<file path="src/odi_regs.vh">
`ifndef ODI_REGS_VH
`define ODI_REGS_VH
// ----------------------------------------
// Register offsets
// ----------------------------------------
`define ODI_A_FIFO_CFG 8'h11
`define ODI_A_PD_SEL 8'h14
`define ODI_A_CHAN 8'h54
`define ODI_A_PWR 8'h55
`define ODI_A_MODE 8'h58
`define ODI_A_DI_CFG 8'h5a
`define ODI_A_RES_A0 8'h64
`define ODI_A_RES_A1 8'h70
`define ODI_A_RES_A2 8'h74
`define ODI_A_RES_B0 8'h68
`define ODI_A_RES_B1 8'h78
`define ODI_A_RES_B2 8'h7c
`define ODI_A_DRK_A0 8'h65
`define ODI_A_DRK_A1 8'h71
`define ODI_A_DRK_B0 8'h69
`define ODI_A_DRK_B1 8'h79
`define ODI_A_START_A 8'h80
`define ODI_A_WIDTH_A 8'h81
`define ODI_A_GAP_A 8'h82
`define ODI_A_START_B 8'h83
`define ODI_A_WIDTH_B 8'h84
`define ODI_A_GAP_B 8'h85
// ----------------------------------------
// Field positions
// ----------------------------------------
`define ODI_B_DI_EN_A 12
`define ODI_B_DI_EN_B 13
`define ODI_B_SINGLE_A 14
`define ODI_B_SINGLE_B 15
`define ODI_F_PWR_HI 15
`define ODI_F_PWR_LO 13
`define ODI_B_PAIR1_A 5
`define ODI_B_PAIR1_B 6
`define ODI_B_GAPPED 7
`define ODI_F_FIFO_A_HI 4
`define ODI_F_FIFO_A_LO 2
`define ODI_F_FIFO_B_HI 8
`define ODI_F_FIFO_B_LO 6
`define ODI_F_PD_A_HI 7
`define ODI_F_PD_A_LO 4
`define ODI_F_PD_B_HI 11
`define ODI_F_PD_B_LO 8
// ----------------------------------------
// Reset values and timing
// ----------------------------------------
`define ODI_RST_16 16'h0000
`define ODI_RST_W 16'h0001
`define ODI_START_BIAS 9
`define ODI_CONV_PERIOD_NS 1000
`define ODI_CLK_PERIOD_NS 20
`endif

</file>
<file path="src/odi_integrator.v">
// The placing of the registers and strobed register access were decided locally.
`include "odi_regs.vh"
`default_nettype none
module odi_integrator #(
  parameter ADC_W = 14,
  parameter ACC_W = 32
) (
  // Clock and reset
  input wire CLK_SYS_IN,
  input wire RST_IN,
  // Register port
  input wire [7:0] REG_ADDR_IN,
  input wire [15:0] REG_WDATA_IN,
  input wire REG_WR_IN,
  input wire REG_RD_IN,
  output reg [15:0] REG_RDATA_OUT,
  // Timing core
  input wire SLOT_A_START_IN,
  input wire SLOT_B_START_IN,
  // Converter
  input wire [ADC_W-1:0] ADC_CH1_IN,
  input wire [ADC_W-1:0] ADC_CH2_IN,
  input wire [ADC_W-1:0] ADC_CH3_IN,
  input wire [ADC_W-1:0] ADC_CH4_IN,
  input wire ADC_VALID_IN,
  output reg ADC_CONVERT_OUT,
  // Analog control
  output reg BPF_BYPASS_OUT,
  output reg INTEG_BUFFER_OUT,
  output reg SINGLE_CHANNEL_OUT,
  output reg [2:0] CH_POWER_DOWN_OUT,
  output reg [3:0] PD_SELECT_OUT,
  output reg PD_CONNECT_OUT,
  // Decimation and FIFO
  output reg DEC_VALID_OUT,
  output reg DEC_SLOT_OUT,
  output reg [ACC_W-1:0] DEC_DATA_OUT,
  output reg [ACC_W-1:0] DEC_DARK_OUT,
  output reg FIFO_WR_OUT,
  output reg [2:0] FIFO_FMT_OUT,
  output reg BUSY_OUT
);
  // ----------------------------------------
  // Constants
  // ----------------------------------------
  localparam integer PER_CYC =
    `ODI_CONV_PERIOD_NS / `ODI_CLK_PERIOD_NS;
  localparam [5:0] PER_LAST = PER_CYC[5:0] - 6'h01;
  localparam [2:0] S_IDLE = 3'h0;
  localparam [2:0] S_WAIT = 3'h1;
  localparam [2:0] S_NEG1 = 3'h2;
  localparam [2:0] S_GAP = 3'h3;
  localparam [2:0] S_POS = 3'h4;
  localparam [2:0] S_NEG2 = 3'h5;
  localparam [2:0] S_FIN = 3'h6;
  localparam integer BIAS_I = `ODI_START_BIAS;
  localparam [8:0] BIAS = BIAS_I[8:0];
  localparam [8:0] ONE9 = 9'h001;
  localparam [8:0] TWO9 = 9'h002;

  // ----------------------------------------
  // Registers
  // ----------------------------------------
  reg [15:0] fifo_cfg_reg;
  reg [15:0] pd_sel_reg;
  reg [15:0] chan_reg;
  reg [15:0] pwr_reg;
  reg [15:0] mode_reg;
  reg [15:0] di_cfg_reg;
  reg [7:0] start_a_reg;
  reg [7:0] width_a_reg;
  reg [7:0] gap_a_reg;
  reg [7:0] start_b_reg;
  reg [7:0] width_b_reg;
  reg [7:0] gap_b_reg;
  reg [ACC_W-1:0] res_a_reg;
  reg [ACC_W-1:0] drk_a_reg;
  reg [ACC_W-1:0] res_b_reg;
  reg [ACC_W-1:0] drk_b_reg;

  // Engine state
  reg [2:0] state_reg;
  reg [5:0] tick_reg;
  reg [8:0] cnt_reg;
  reg slot_reg;
  reg pend_reg;
  reg pend_neg_reg;
  reg [ACC_W-1:0] acc_reg;
  reg [ACC_W-1:0] drk_reg;
  // Sum including a result landing in the final cycle
  reg [ACC_W-1:0] final_sum;
  reg [ACC_W-1:0] final_drk;

  // ----------------------------------------
  // Slot selection
  // ----------------------------------------
  wire di_en_a = mode_reg[`ODI_B_DI_EN_A];
  wire di_en_b = mode_reg[`ODI_B_DI_EN_B];
  wire go_a = SLOT_A_START_IN & di_en_a;
  wire go_b = SLOT_B_START_IN & di_en_b & ~go_a;
  wire go = (state_reg == S_IDLE) & (go_a | go_b);
  // Slot under way, or the one about to start
  wire cur = go ? go_b : slot_reg;
  wire [7:0] w8 = cur ? width_b_reg : width_a_reg;
  wire [8:0] w9 = (w8 == 8'h00) ? ONE9 : {1'b0, w8};
  wire [7:0] st8 = cur ? start_b_reg : start_a_reg;
  wire [7:0] gap8 = cur ? gap_b_reg : gap_a_reg;
  // Config bits; pair1, gapped and fmt are only looked at while a window runs, single and pd8 at all times
  wire pair1 = cur ? di_cfg_reg[`ODI_B_PAIR1_B]
                   : di_cfg_reg[`ODI_B_PAIR1_A];
  wire gapped = di_cfg_reg[`ODI_B_GAPPED];
  wire single = cur ? chan_reg[`ODI_B_SINGLE_B]
                    : chan_reg[`ODI_B_SINGLE_A];
  wire [3:0] pd8 = cur ? pd_sel_reg[`ODI_F_PD_B_HI:`ODI_F_PD_B_LO]
                       : pd_sel_reg[`ODI_F_PD_A_HI:`ODI_F_PD_A_LO];
  wire [2:0] fmt = cur ? fifo_cfg_reg[`ODI_F_FIFO_B_HI:`ODI_F_FIFO_B_LO]
                       : fifo_cfg_reg[`ODI_F_FIFO_A_HI:`ODI_F_FIFO_A_LO];
  wire [8:0] pos_len = pair1 ? w9 : {w9[7:0], 1'b0};

  // ----------------------------------------
  // Sample combining
  // ----------------------------------------
  // Four channels of 14 bits never exceed 16 bits
  wire [15:0] c1 = {{(16-ADC_W){1'b0}}, ADC_CH1_IN};
  wire [15:0] c2 = {{(16-ADC_W){1'b0}}, ADC_CH2_IN};
  wire [15:0] c3 = {{(16-ADC_W){1'b0}}, ADC_CH3_IN};
  wire [15:0] c4 = {{(16-ADC_W){1'b0}}, ADC_CH4_IN};
  wire [15:0] samp = single ? c1 : c1 + c2 + c3 + c4;
  wire [ACC_W-1:0] samp_x = {{(ACC_W-16){1'b0}}, samp};
  wire tick = (tick_reg == PER_LAST);
  wire in_region = (state_reg == S_NEG1) | (state_reg == S_POS) |
                   (state_reg == S_NEG2);

  // ----------------------------------------
  // Integration engine
  // ----------------------------------------
  always @(posedge CLK_SYS_IN) begin
    if (RST_IN) begin
      state_reg <= S_IDLE;
      tick_reg <= 6'h00;
      cnt_reg <= 9'h000;
      slot_reg <= 1'b0;
      pend_reg <= 1'b0;
      pend_neg_reg <= 1'b0;
      acc_reg <= {ACC_W{1'b0}};
      drk_reg <= {ACC_W{1'b0}};
      ADC_CONVERT_OUT <= 1'b0;
      DEC_VALID_OUT <= 1'b0;
      DEC_SLOT_OUT <= 1'b0;
      DEC_DATA_OUT <= {ACC_W{1'b0}};
      DEC_DARK_OUT <= {ACC_W{1'b0}};
      FIFO_WR_OUT <= 1'b0;
      FIFO_FMT_OUT <= 3'h0;
      res_a_reg <= {ACC_W{1'b0}};
      drk_a_reg <= {ACC_W{1'b0}};
      res_b_reg <= {ACC_W{1'b0}};
      drk_b_reg <= {ACC_W{1'b0}};
    end else begin
      ADC_CONVERT_OUT <= 1'b0;
      DEC_VALID_OUT <= 1'b0;
      FIFO_WR_OUT <= 1'b0;
      tick_reg <= tick ? 6'h00 : tick_reg + 6'h01;
      // Result of the pending conversion
      if (ADC_VALID_IN & pend_reg) begin
        pend_reg <= 1'b0;
        if (pend_neg_reg) begin
          acc_reg <= acc_reg - samp_x;
          drk_reg <= drk_reg + samp_x;
        end else begin
          acc_reg <= acc_reg + samp_x;
        end
      end
      case (state_reg)
        S_IDLE: begin
          // Restarts while busy are ignored: one result per window
          if (go) begin
            state_reg <= S_WAIT;
            slot_reg <= go_b;
            tick_reg <= 6'h00;
            cnt_reg <= {1'b0, st8} + BIAS;
            acc_reg <= {ACC_W{1'b0}};
            drk_reg <= {ACC_W{1'b0}};
            pend_reg <= 1'b0;
          end
        end
        S_WAIT: begin
          if (tick) begin
            if (cnt_reg <= TWO9) begin
              state_reg <= S_NEG1;
              cnt_reg <= w9;
            end else begin
              cnt_reg <= cnt_reg - ONE9;
            end
          end
        end
        S_NEG1: begin
          if (tick) begin
            if (cnt_reg == ONE9) begin
              if (gapped & (gap8 != 8'h00)) begin
                state_reg <= S_GAP;
                cnt_reg <= {1'b0, gap8};
              end else begin
                state_reg <= S_POS;
                cnt_reg <= pos_len;
              end
            end else begin
              cnt_reg <= cnt_reg - ONE9;
            end
          end
        end
        S_GAP: begin
          if (tick) begin
            if (cnt_reg == ONE9) begin
              state_reg <= S_POS;
              cnt_reg <= pos_len;
            end else begin
              cnt_reg <= cnt_reg - ONE9;
            end
          end
        end
        S_POS: begin
          if (tick) begin
            if (cnt_reg == ONE9) begin
              state_reg <= pair1 ? S_FIN : S_NEG2;
              cnt_reg <= w9;
            end else begin
              cnt_reg <= cnt_reg - ONE9;
            end
          end
        end
        S_NEG2: begin
          if (tick) begin
            if (cnt_reg == ONE9) begin
              state_reg <= S_FIN;
            end else begin
              cnt_reg <= cnt_reg - ONE9;
            end
          end
        end
        S_FIN: begin
          // Wait for the last conversion before handing on
          if (~pend_reg | ADC_VALID_IN) begin
            state_reg <= S_IDLE;
          end
        end
        default: begin
          state_reg <= S_IDLE;
        end
      endcase
      // One conversion per microsecond in each region
      if (tick & in_region) begin
        ADC_CONVERT_OUT <= 1'b1;
        pend_reg <= 1'b1;
        pend_neg_reg <= (state_reg != S_POS);
      end
      // Hand the window sum on
      if ((state_reg == S_FIN) & (~pend_reg | ADC_VALID_IN)) begin
        DEC_VALID_OUT <= 1'b1;
        DEC_SLOT_OUT <= slot_reg;
        DEC_DATA_OUT <= final_sum;
        DEC_DARK_OUT <= final_drk;
        FIFO_WR_OUT <= (fmt != 3'h0);
        FIFO_FMT_OUT <= fmt;
        if (slot_reg) begin
          res_b_reg <= final_sum;
          drk_b_reg <= final_drk;
        end else begin
          res_a_reg <= final_sum;
          drk_a_reg <= final_drk;
        end
      end
    end
  end

  always @* begin
    final_sum = acc_reg;
    final_drk = drk_reg;
    if (ADC_VALID_IN & pend_reg) begin
      if (pend_neg_reg) begin
        final_sum = acc_reg - samp_x;
        final_drk = drk_reg + samp_x;
      end else begin
        final_sum = acc_reg + samp_x;
      end
    end
  end

  // ----------------------------------------
  // Analog control outputs
  // ----------------------------------------
  always @(posedge CLK_SYS_IN) begin
    if (RST_IN) begin
      BPF_BYPASS_OUT <= 1'b0;
      INTEG_BUFFER_OUT <= 1'b0;
      SINGLE_CHANNEL_OUT <= 1'b0;
      CH_POWER_DOWN_OUT <= 3'h0;
      PD_SELECT_OUT <= 4'h0;
      PD_CONNECT_OUT <= 1'b0;
      BUSY_OUT <= 1'b0;
    end else begin
      BPF_BYPASS_OUT <= (state_reg != S_IDLE) | go;
      INTEG_BUFFER_OUT <= (state_reg != S_IDLE) | go;
      SINGLE_CHANNEL_OUT <= single;
      CH_POWER_DOWN_OUT <= pwr_reg[`ODI_F_PWR_HI:`ODI_F_PWR_LO];
      PD_SELECT_OUT <= pd8;
      PD_CONNECT_OUT <= (pd8 != 4'h0);
      BUSY_OUT <= (state_reg != S_IDLE);
    end
  end

  // ----------------------------------------
  // Register port
  // ----------------------------------------
  // Third location gives a clipped 16-bit view
  function [15:0] clip16;
    input [ACC_W-1:0] v;
    begin
      if (v[ACC_W-1]) begin
        clip16 = 16'h0000;
      end else if (v[ACC_W-2:16] != {(ACC_W-17){1'b0}}) begin
        clip16 = 16'hffff;
      end else begin
        clip16 = v[15:0];
      end
    end
  endfunction

  always @(posedge CLK_SYS_IN) begin
    if (RST_IN) begin
      fifo_cfg_reg <= `ODI_RST_16;
      pd_sel_reg <= `ODI_RST_16;
      chan_reg <= `ODI_RST_16;
      pwr_reg <= `ODI_RST_16;
      mode_reg <= `ODI_RST_16;
      di_cfg_reg <= `ODI_RST_16;
      start_a_reg <= 8'h00;
      width_a_reg <= 8'h01;
      gap_a_reg <= 8'h00;
      start_b_reg <= 8'h00;
      width_b_reg <= 8'h01;
      gap_b_reg <= 8'h00;
    end else if (REG_WR_IN) begin
      if (REG_ADDR_IN == `ODI_A_FIFO_CFG) begin
        fifo_cfg_reg <= REG_WDATA_IN;
      end else if (REG_ADDR_IN == `ODI_A_PD_SEL) begin
        pd_sel_reg <= REG_WDATA_IN;
      end else if (REG_ADDR_IN == `ODI_A_CHAN) begin
        chan_reg <= REG_WDATA_IN;
      end else if (REG_ADDR_IN == `ODI_A_PWR) begin
        pwr_reg <= REG_WDATA_IN;
      end else if (REG_ADDR_IN == `ODI_A_MODE) begin
        mode_reg <= REG_WDATA_IN;
      end else if (REG_ADDR_IN == `ODI_A_DI_CFG) begin
        di_cfg_reg <= REG_WDATA_IN;
      end else if (REG_ADDR_IN == `ODI_A_START_A) begin
        start_a_reg <= REG_WDATA_IN[7:0];
      end else if (REG_ADDR_IN == `ODI_A_WIDTH_A) begin
        width_a_reg <= REG_WDATA_IN[7:0];
      end else if (REG_ADDR_IN == `ODI_A_GAP_A) begin
        gap_a_reg <= REG_WDATA_IN[7:0];
      end else if (REG_ADDR_IN == `ODI_A_START_B) begin
        start_b_reg <= REG_WDATA_IN[7:0];
      end else if (REG_ADDR_IN == `ODI_A_WIDTH_B) begin
        width_b_reg <= REG_WDATA_IN[7:0];
      end else if (REG_ADDR_IN == `ODI_A_GAP_B) begin
        gap_b_reg <= REG_WDATA_IN[7:0];
      end
    end
  end

  always @(posedge CLK_SYS_IN) begin
    if (RST_IN) begin
      REG_RDATA_OUT <= 16'h0000;
    end else if (REG_RD_IN) begin
      if (REG_ADDR_IN == `ODI_A_FIFO_CFG) begin
        REG_RDATA_OUT <= fifo_cfg_reg;
      end else if (REG_ADDR_IN == `ODI_A_PD_SEL) begin
        REG_RDATA_OUT <= pd_sel_reg;
      end else if (REG_ADDR_IN == `ODI_A_CHAN) begin
        REG_RDATA_OUT <= chan_reg;
      end else if (REG_ADDR_IN == `ODI_A_PWR) begin
        REG_RDATA_OUT <= pwr_reg;
      end else if (REG_ADDR_IN == `ODI_A_MODE) begin
        REG_RDATA_OUT <= mode_reg;
      end else if (REG_ADDR_IN == `ODI_A_DI_CFG) begin
        REG_RDATA_OUT <= di_cfg_reg;
      end else if (REG_ADDR_IN == `ODI_A_START_A) begin
        REG_RDATA_OUT <= {8'h00, start_a_reg};
      end else if (REG_ADDR_IN == `ODI_A_WIDTH_A) begin
        REG_RDATA_OUT <= {8'h00, width_a_reg};
      end else if (REG_ADDR_IN == `ODI_A_GAP_A) begin
        REG_RDATA_OUT <= {8'h00, gap_a_reg};
      end else if (REG_ADDR_IN == `ODI_A_START_B) begin
        REG_RDATA_OUT <= {8'h00, start_b_reg};
      end else if (REG_ADDR_IN == `ODI_A_WIDTH_B) begin
        REG_RDATA_OUT <= {8'h00, width_b_reg};
      end else if (REG_ADDR_IN == `ODI_A_GAP_B) begin
        REG_RDATA_OUT <= {8'h00, gap_b_reg};
      end else if (REG_ADDR_IN == `ODI_A_RES_A0) begin
        REG_RDATA_OUT <= res_a_reg[15:0];
      end else if (REG_ADDR_IN == `ODI_A_RES_A1) begin
        REG_RDATA_OUT <= res_a_reg[31:16];
      end else if (REG_ADDR_IN == `ODI_A_RES_A2) begin
        REG_RDATA_OUT <= clip16(res_a_reg);
      end else if (REG_ADDR_IN == `ODI_A_RES_B0) begin
        REG_RDATA_OUT <= res_b_reg[15:0];
      end else if (REG_ADDR_IN == `ODI_A_RES_B1) begin
        REG_RDATA_OUT <= res_b_reg[31:16];
      end else if (REG_ADDR_IN == `ODI_A_RES_B2) begin
        REG_RDATA_OUT <= clip16(res_b_reg);
      end else if (REG_ADDR_IN == `ODI_A_DRK_A0) begin
        REG_RDATA_OUT <= drk_a_reg[15:0];
      end else if (REG_ADDR_IN == `ODI_A_DRK_A1) begin
        REG_RDATA_OUT <= drk_a_reg[31:16];
      end else if (REG_ADDR_IN == `ODI_A_DRK_B0) begin
        REG_RDATA_OUT <= drk_b_reg[15:0];
      end else if (REG_ADDR_IN == `ODI_A_DRK_B1) begin
        REG_RDATA_OUT <= drk_b_reg[31:16];
      end else begin
        REG_RDATA_OUT <= 16'h0000;
      end
    end
  end

endmodule
`default_nettype wire

</file>
<file path="config.mk">
export PLATFORM = sky130hd
export DESIGN_NAME = odi_integrator
export DESIGN_NICKNAME = d
export VERILOG_FILES = /design/src/odi_integrator.v
export VERILOG_INCLUDE_DIRS = /design/src /design/src/src
export SDC_FILE = /design/constraint.sdc
export NUM_CORES = 1
export LEC_CHECK = 0
export ABC_AREA = 1
export BUFFER_PORTS_ARGS = -buffer_cell sky130_fd_sc_hd__buf_2
export CAP_MARGIN = 20
export CORE_MARGIN = 10
export CORE_UTILIZATION = 45
export DETAILED_ROUTE_END_ITERATION = 12
export GPL_TIMING_DRIVEN = 0
export PLACE_DENSITY = 0.74
export RECOVER_POWER = 50
export SETUP_SLACK_MARGIN = 0.2
export SYNTH_ARGS = -nofsm -noshare
export SYNTH_HDL_FRONTEND = slang
export SYNTH_SLANG_ARGS = --single-unit
export TNS_END_PERCENT = 1
</file>
<file path="constraint.sdc">
create_clock -name CLK_SYS_IN -period 6.7 [get_ports CLK_SYS_IN]
set_clock_uncertainty 0.1 [all_clocks]
set_input_delay 1.34 -clock CLK_SYS_IN [delete_from_list [all_inputs] [get_ports CLK_SYS_IN]]
set_output_delay 1.34 -clock CLK_SYS_IN [all_outputs]
set_load 0.005 [all_outputs]
</file>
==> reports/metrics.csv, run 1 <==
stage;metric;value;unit
power;p_per_area;248;nW/um2
worst_setup_path;cp_max_fo;10;
final_layout;filler_cell_count;5427;
placed_design;dpl.hpwl;71.2;mm
worst_setup_path;path_class;in -> reg;
power;internal-power;4.96;mW
grt;grt_remaining_overflow;0;
cts;clk_path_buf_depth;3;
worst_setup_path;critPathLaunchType;input pin;
worst_setup_path;cpMaxStageDelayCell;ha_2;
grt;track_usage;26.6;%
power;p_sw_share;31.9;%
cts;cts_root_buf;clkbuf_16;
grt;grtUsageMet3;5.90;%
drt;viasPerCell;5.54;
drt;dr.pass1.iters;6;
final_layout;area_delta_synth_final;16.6;%
drt;drcViolationCount;0;
synth;async_reset_ff_share;0;%
worst_setup_path;cp.required;7.10;ns
drt;vias;26300;
grt;gr-usage-met2;40.7;%
min_path;hp-class;reg -> reg;
sta;grt_setup_unrepaired;yes;
grt;antenna_found_initial;0;
worst_setup_path;slowest_delay;0.36;ns
power;power.share.clock;40.6;%
cts;h-tree-depth;2;
power;p_leak;12.8;nW
synth;ys_types;60;
synth;yosysSeqAreaShare;36.2;%
grt;grt_max_degree;16;
final_layout;regArea;9110;um2
synth;synthFlopType;dfxtp_1;
sta;maxClockFrequency;0.154;GHz
final_layout;layout_commonest_cell;nand2_1;
run_status;violations;max-capacitance violations, max-slew violations;
power;p_sw;2.32;mW
floorplan;core;55200;um2
grt;top_usage_layer;met2;
floorplan;rows;86;
sta;period_share;96.7;%
sta;slew_headroom;-23.5;%
power;seqPwrFrac;37.4;%
sta;slew_viol_final;10;
placed_design;place_area;27000;um2
floorplan;die_x;256;um
cts;hold_buffers;0;
run_status;status;finished, violations left;
sta;worst_pin_slew;1.83;ns
synth;synth_edf_count;0;
final_layout;multiInputGateArea;13600;um2
worst_setup_path;crit_path_end_kind;flop;
drt;wl_per_cell;19.6;um
synth;ys_warn_count;0;
placed_design;dp_slack;-1.29;ns
final_layout;drive_above_1_share;8.90;%
sta;setup_tns;0;ns
final_layout;num-nets-final;4138;
sta;finalCriticalPeriod;6.48;ns
job;drv_cap;1;
floorplan;start_util;45.5;%
synth;synth-seq-cells;455;
cts;tritoncts;yes;
drt;drtAntennaViolNets;0;
final_layout;final_cell_mix;744 x nand2_1, 582 x inv_1, 455 x dfxtp_1, 371 x o21ai_0, 306 x a21oi_1;
synth;syn-cell-area;25100;um2
worst_setup_path;crit_arrival;6.87;ns
floorplan;dieArea;65700;um2
synth;syn_nets;3885;
sta;setup_viol;0;
drt;wirelength;92.8;mm
power;ir_drop;0.184;mV
grt;grt_pass1_wl;138;mm
cts;cts.clk_slew.worst_paths;0.06;ns
cts;clock_latency;0.63;ns
sta;fin_ws;0.222;ns
synth;syn_area_per_cell;6.80;um2
synth;synthCells;3698;
grt;grt_pass1_vias;23700;
final_layout;fin_area;29300;um2
placed_design;numPortBuffers;175;
floorplan;die_h;256;um
drt;drtIter0Drc;3316;
cts;clock_sinks;455;
cts;cts_buffers;49;
worst_setup_path;path_common_cell;nand2_1;
power;pwr-share-comb;22.0;%
floorplan;io_pins;186;
placed_design;place_congestion;1.01;
grt;grtUsageMet1;35.9;%
sta;hold_viol_final;0;
## metrics by stage
step | hold slack [ns] | util [%] | instances | total power, mW
2_1_floorplan | 0.313 | - | 3698 | 3.78
3_3_place_gp | 0.339 | 48.8 | 4621 | 4.14
3_5_place_dp | 0.345 | 48.9 | 4623 | 4.16
4_1_cts | 0.355 | 52.5 | 4724 | 7.13
5_1_grt | 0.368 | 53.1 | 4739 | 7.55
6_report | 0.356 | 53.1 | 4742 | 7.28
## final timing paths
path | depth (start not counted) | startpoint | end | slack [ns]
setup / recovery | 34 | SLOT_A_START_IN | res_b_reg[27]$_SDFFE_PP0P_ | 0.22
hold / removal | 2 | pd_sel_reg[1]$_SDFFE_PP0P_ | pd_sel_reg[1]$_SDFFE_PP0P_ | 0.36
setup reg to reg | 34 | state_reg[0]$_SDFFE_PP0P_ | res_b_reg[27]$_SDFFE_PP0P_ | 0.68
hold reg to reg | 2 | pd_sel_reg[1]$_SDFFE_PP0P_ | pd_sel_reg[1]$_SDFFE_PP0P_ | 0.36
## cells in the mapped netlist, types with 5 or more instances
master / instances / share of area (%)
a211oi_1: 30 / 0.90
a21o_1: 8 / 0.24
a21oi_1: 324 / 6.4
a221oi_1: 14 / 0.49
a31oi_1: 12 / 0.30
buf_1: 14 / 0.21
buf_2: 7 / 0.14
clkbuf_1: 142 / 2.1
clkinv_1: 6 / 0.090
dfxtp_1: 455 / 36
fa_1: 30 / 2.4
ha_1: 70 / 3.5
inv_1: 590 / 8.8
inv_2: 7 / 0.10
nand2_1: 752 / 11
nand2_2: 6 / 0.15
nand3_1: 193 / 3.8
nand3b_1: 10 / 0.30
nand4_1: 37 / 0.92
nor2_1: 278 / 4.2
nor2_2: 7 / 0.17
nor3_1: 32 / 0.64
nor4_1: 9 / 0.22
o211ai_1: 74 / 2.2
o21a_1: 14 / 0.42
o21ai_0: 396 / 7.9
o21ai_1: 9 / 0.18
o21ai_2: 5 / 0.17
o21bai_1: 12 / 0.36
o22ai_1: 20 / 0.50
o31ai_1: 15 / 0.45
or2_2: 25 / 0.62
xnor2_1: 9 / 0.31
xor2_1: 40 / 1.4
## routing by layer
metal	share of wire (%)	up-vias
met5	0	-
met4	4.0	0
met3	11	193
met2	43	1319
met1	42	12200
li1	-	12500
## layout make-up
class	count	area share (%)
multi-input combinational	2473	46.5
sequential	455	31.1
inverter	604	7.76
clock buffer	64	4.75
timing repair buffer	202	3.31
tap	748	3.19
buffer	166	2.22
clock inverter	27	1.21
antenna	3	0.0256
## worst max-delay path: cells and delay by family
kind                     cells  cell delay, ns
adder cells (fa/ha/maj)      2            0.54
buffers and inverters        7            0.95
AND/OR/NAND/NOR             18            2.80
AO/OA/AOI/OAI                7            1.20
## logic make-up after synthesis
| group | after synthesis | synth area share, % |
|---|---|---|
| XOR/XNOR | 50 | 1.77 |
| flip-flops | 455 | 36.2 |
| multiplexers | 4 | 0.159 |
| buffers and inverters | 770 | 11.6 |
| AND/OR/NAND/NOR | 1369 | 23.2 |
| adder cells (fa/ha/maj) | 100 | 5.87 |
| AO/OA/AOI/OAI | 950 | 21.1 |
## power groups by stage
stage	Sequential, mW	Combinational (mW)	Clock, mW
after floorplan	2.78	1.00	0
after global placement	2.78	1.36	0
after detailed placement	2.78	1.38	0
after CTS	2.72	1.46	2.95
after global routing	2.72	1.76	3.06
final	2.72	1.60	2.95
## timing repair
action	CTS	global route
setup buffers	10	15
gates resized for setup	53	107
pin swaps	8	46
setup endpoints to repair	71	82
Note: power is estimated with default switching activity, not from simulation.
==> inputs of run 2 (changes only) <==
--- a/config.mk
+++ b/config.mk
@@ -9,6 +9,7 @@
 export ABC_AREA = 1
 export BUFFER_PORTS_ARGS = -buffer_cell sky130_fd_sc_hd__buf_2
 export CAP_MARGIN = 20
+export CORE_ASPECT_RATIO = 1.1
 export CORE_MARGIN = 10
 export CORE_UTILIZATION = 45
 export DETAILED_ROUTE_END_ITERATION = 12
==> run 2 against run 1 <==
Against the previous run: the run still ends with max-capacitance violations, max-slew violations left; flip-flop and latch count is the same; power shrank 0.61%; first-iteration DRC count shrank 4.8%; via count shrank 0.69%; combinational power shrank 3%; utilization shrank 0.18 points; sequential power is essentially flat; non-clock buffer count shrank 2; critical path type unchanged.
==> reports/metrics.csv, run 2 (synthesis results as in run 1) <==
stage;metric;value;unit
worst_setup_path;r2r-start;state_reg[0]$_SDFFE_PP0P_;
worst_setup_path;crit_arrival;6.91;ns
drt;drtAntennaViolNets;0;
drt;viasPerCell;5.53;
sta;finalCriticalPeriod;6.46;ns
power;total_power;7.23;mW
cts;clock_latency;0.62;ns
cts;cts_buffers;49;
min_path;min_to;chan_reg[0]$_SDFFE_PP0P_;
grt;grt_max_degree;15;
cts;h-tree-depth;2;
sta;grt_setup_unrepaired;yes;
power;ir_drop;0.260;mV
floorplan;start_util;45.7;%
cts;cts.clk_slew.worst_paths;0.06;ns
drt;drcViolationCount;0;
sta;worst_pin_slew;1.74;ns
floorplan;rows;90;
grt;grt_pass1_wl;139;mm
floorplan;core;55100;um2
drt;wl_met1;37.3;mm
floorplan;io_pins;186;
worst_setup_path;rrSetupSlack;0.88;ns
worst_setup_path;slowest_delay;0.51;ns
power;p_per_area;248;nW/um2
job;drv_cap;1;
worst_setup_path;path_common_cell;nand2_1;
power;pwr-share-comb;21.6;%
drt;dr.pass1.iters;8;
worst_setup_path;critPathLaunchType;input pin;
floorplan;dieArea;65700;um2
grt;grt_pass1_vias;24400;
cts;clock_sinks;455;
sta;maxClockFrequency;0.155;GHz
drt;route.met2.wl;42.5;mm
min_path;hp-class;reg -> reg;
cts;tritoncts;yes;
drt;routed.top_layer;met5;
sta;setup_viol;0;
worst_setup_path;path_class;in -> reg;
sta;slew_headroom;-17.3;%
grt;antenna_found_initial;6;
floorplan;die_h;268;um
placed_design;numPortBuffers;175;
drt;drtIter0Drc;3157;
sta;hold_viol_final;0;
power;internal-power;4.97;mW
cts;cts_root_buf;clkbuf_16;
sta;slew_viol_final;10;
power;p_leak;12.8;nW
final_layout;drive_above_1_share;8.43;%
final_layout;num-nets-final;4136;
placed_design;place_congestion;1.01;
power;p_sw;2.26;mW
sta;period_share;96.4;%
min_path;hp-start;chan_reg[0]$_SDFFE_PP0P_;
worst_setup_path;r2r_end;DEC_DATA_OUT[29]$_SDFFE_PP0P_;
final_layout;final_cell_mix;747 x nand2_1, 584 x inv_1, 455 x dfxtp_1, 379 x o21ai_0, 310 x a21oi_1;
power;seqPwrFrac;37.6;%
worst_setup_path;cp_max_fo;6;
worst_setup_path;r2r_cells;37;
worst_setup_path;crit_path_end_kind;flop;
drt;wirelength;93.3;mm
grt;grt_remaining_overflow;0;
grt;track_usage;27.0;%
power;p_sw_share;31.3;%
cts;clk_path_buf_depth;3;
run_status;violations;max-capacitance violations, max-slew violations;
worst_setup_path;cp.required;7.15;ns
final_layout;layout_commonest_cell;nand2_1;
sta;worst_hold_slack;0.356;ns
worst_setup_path;cpMaxStageDelayCell;fa_1;
drt;dr_wl_met3;9.03;mm
run_status;status;finished, violations left;
min_path;worstHoldPathCells;2;
floorplan;die_x;245;um
drt;wl_per_cell;19.8;um
cts;hold_buffers;0;
placed_design;dpl.hpwl;71.7;mm
final_layout;area_delta_synth_final;16.0;%
drt;vias;26100;
power;power.share.clock;40.8;%
## run 2: worst max path at each step
stage	from	endpoint	slack, ns	cells past startpoint
after detailed placement	ADC_CH1_IN[1]	DEC_DATA_OUT[29]$_SDFFE_PP0P_	-1.05	34
final	ADC_CH1_IN[4]	DEC_DATA_OUT[20]$_SDFFE_PP0P_	0.24	31
after CTS	ADC_CH1_IN[1]	DEC_DATA_OUT[16]$_SDFFE_PP0P_	0.10	32
after floorplan	ADC_CH1_IN[1]	DEC_DATA_OUT[29]$_SDFFE_PP0P_	0.22	35
after global routing	ADC_CH1_IN[3]	DEC_DATA_OUT[29]$_SDFFE_PP0P_	0.05	35
after global placement	ADC_CH1_IN[5]	DEC_DATA_OUT[29]$_SDFFE_PP0P_	-1.04	31
## run 2: routing by layer
layer,global-route usage (%),vias up
li1,-,12600
met1,33.3,12100
met2,44.6,1233
met3,5.40,249
met4,13.1,12
met5,0,-
## run 2: repair_timing
item	CTS	global route
gates resized for setup	28	100
pin swaps	8	30
buffers inserted	6	13
endpoints found under the setup margin	60	81
## run 2: cell type report
type                            instances  area (um2)
Fill cell                            5466       25900
Multi-Input combinational cell       2473       13500
Sequential cell                       455        9110
Inverter                              604        2270
Clock buffer                           61        1350
Timing Repair Buffer                  200         941
Tap cell                              736         921
Buffer                                166         651
Clock inverter                         28         372
Antenna cell                            1        2.50
## run 2: stage by stage
stage	setup WS [ns]	utilization [%]	instance area, um2	std cells	setup TNS [ns]
CTS	0.101	52.3	28800	4709	0
detailed placement	-1.05	49.0	27000	4614	-48.22
floorplan	0.223	-	25100	3698	0
global route	0.0486	52.9	29200	4723	0
finish	0.242	52.9	29200	4724	0
global placement	-1.04	48.9	26900	4609	-50.23
## run 2: critical path, delay by kind of cell
family          cells  cell delay, ns
compound gates     10            1.85
xor+xnor            2            0.42
buf+inv             6            0.61
fa+ha+maj           4            1.75
simple gates        9            0.92
## run 2: power groups by stage
stage | logic [mW] | clock network, mW | registers (mW)
finish | 1.56 | 2.95 | 2.72
global route | 1.71 | 3.07 | 2.72
CTS | 1.37 | 2.97 | 2.72
detailed placement | 1.34 | 0 | 2.78
global placement | 1.33 | 0 | 2.78
floorplan | 1.00 | 0 | 2.78
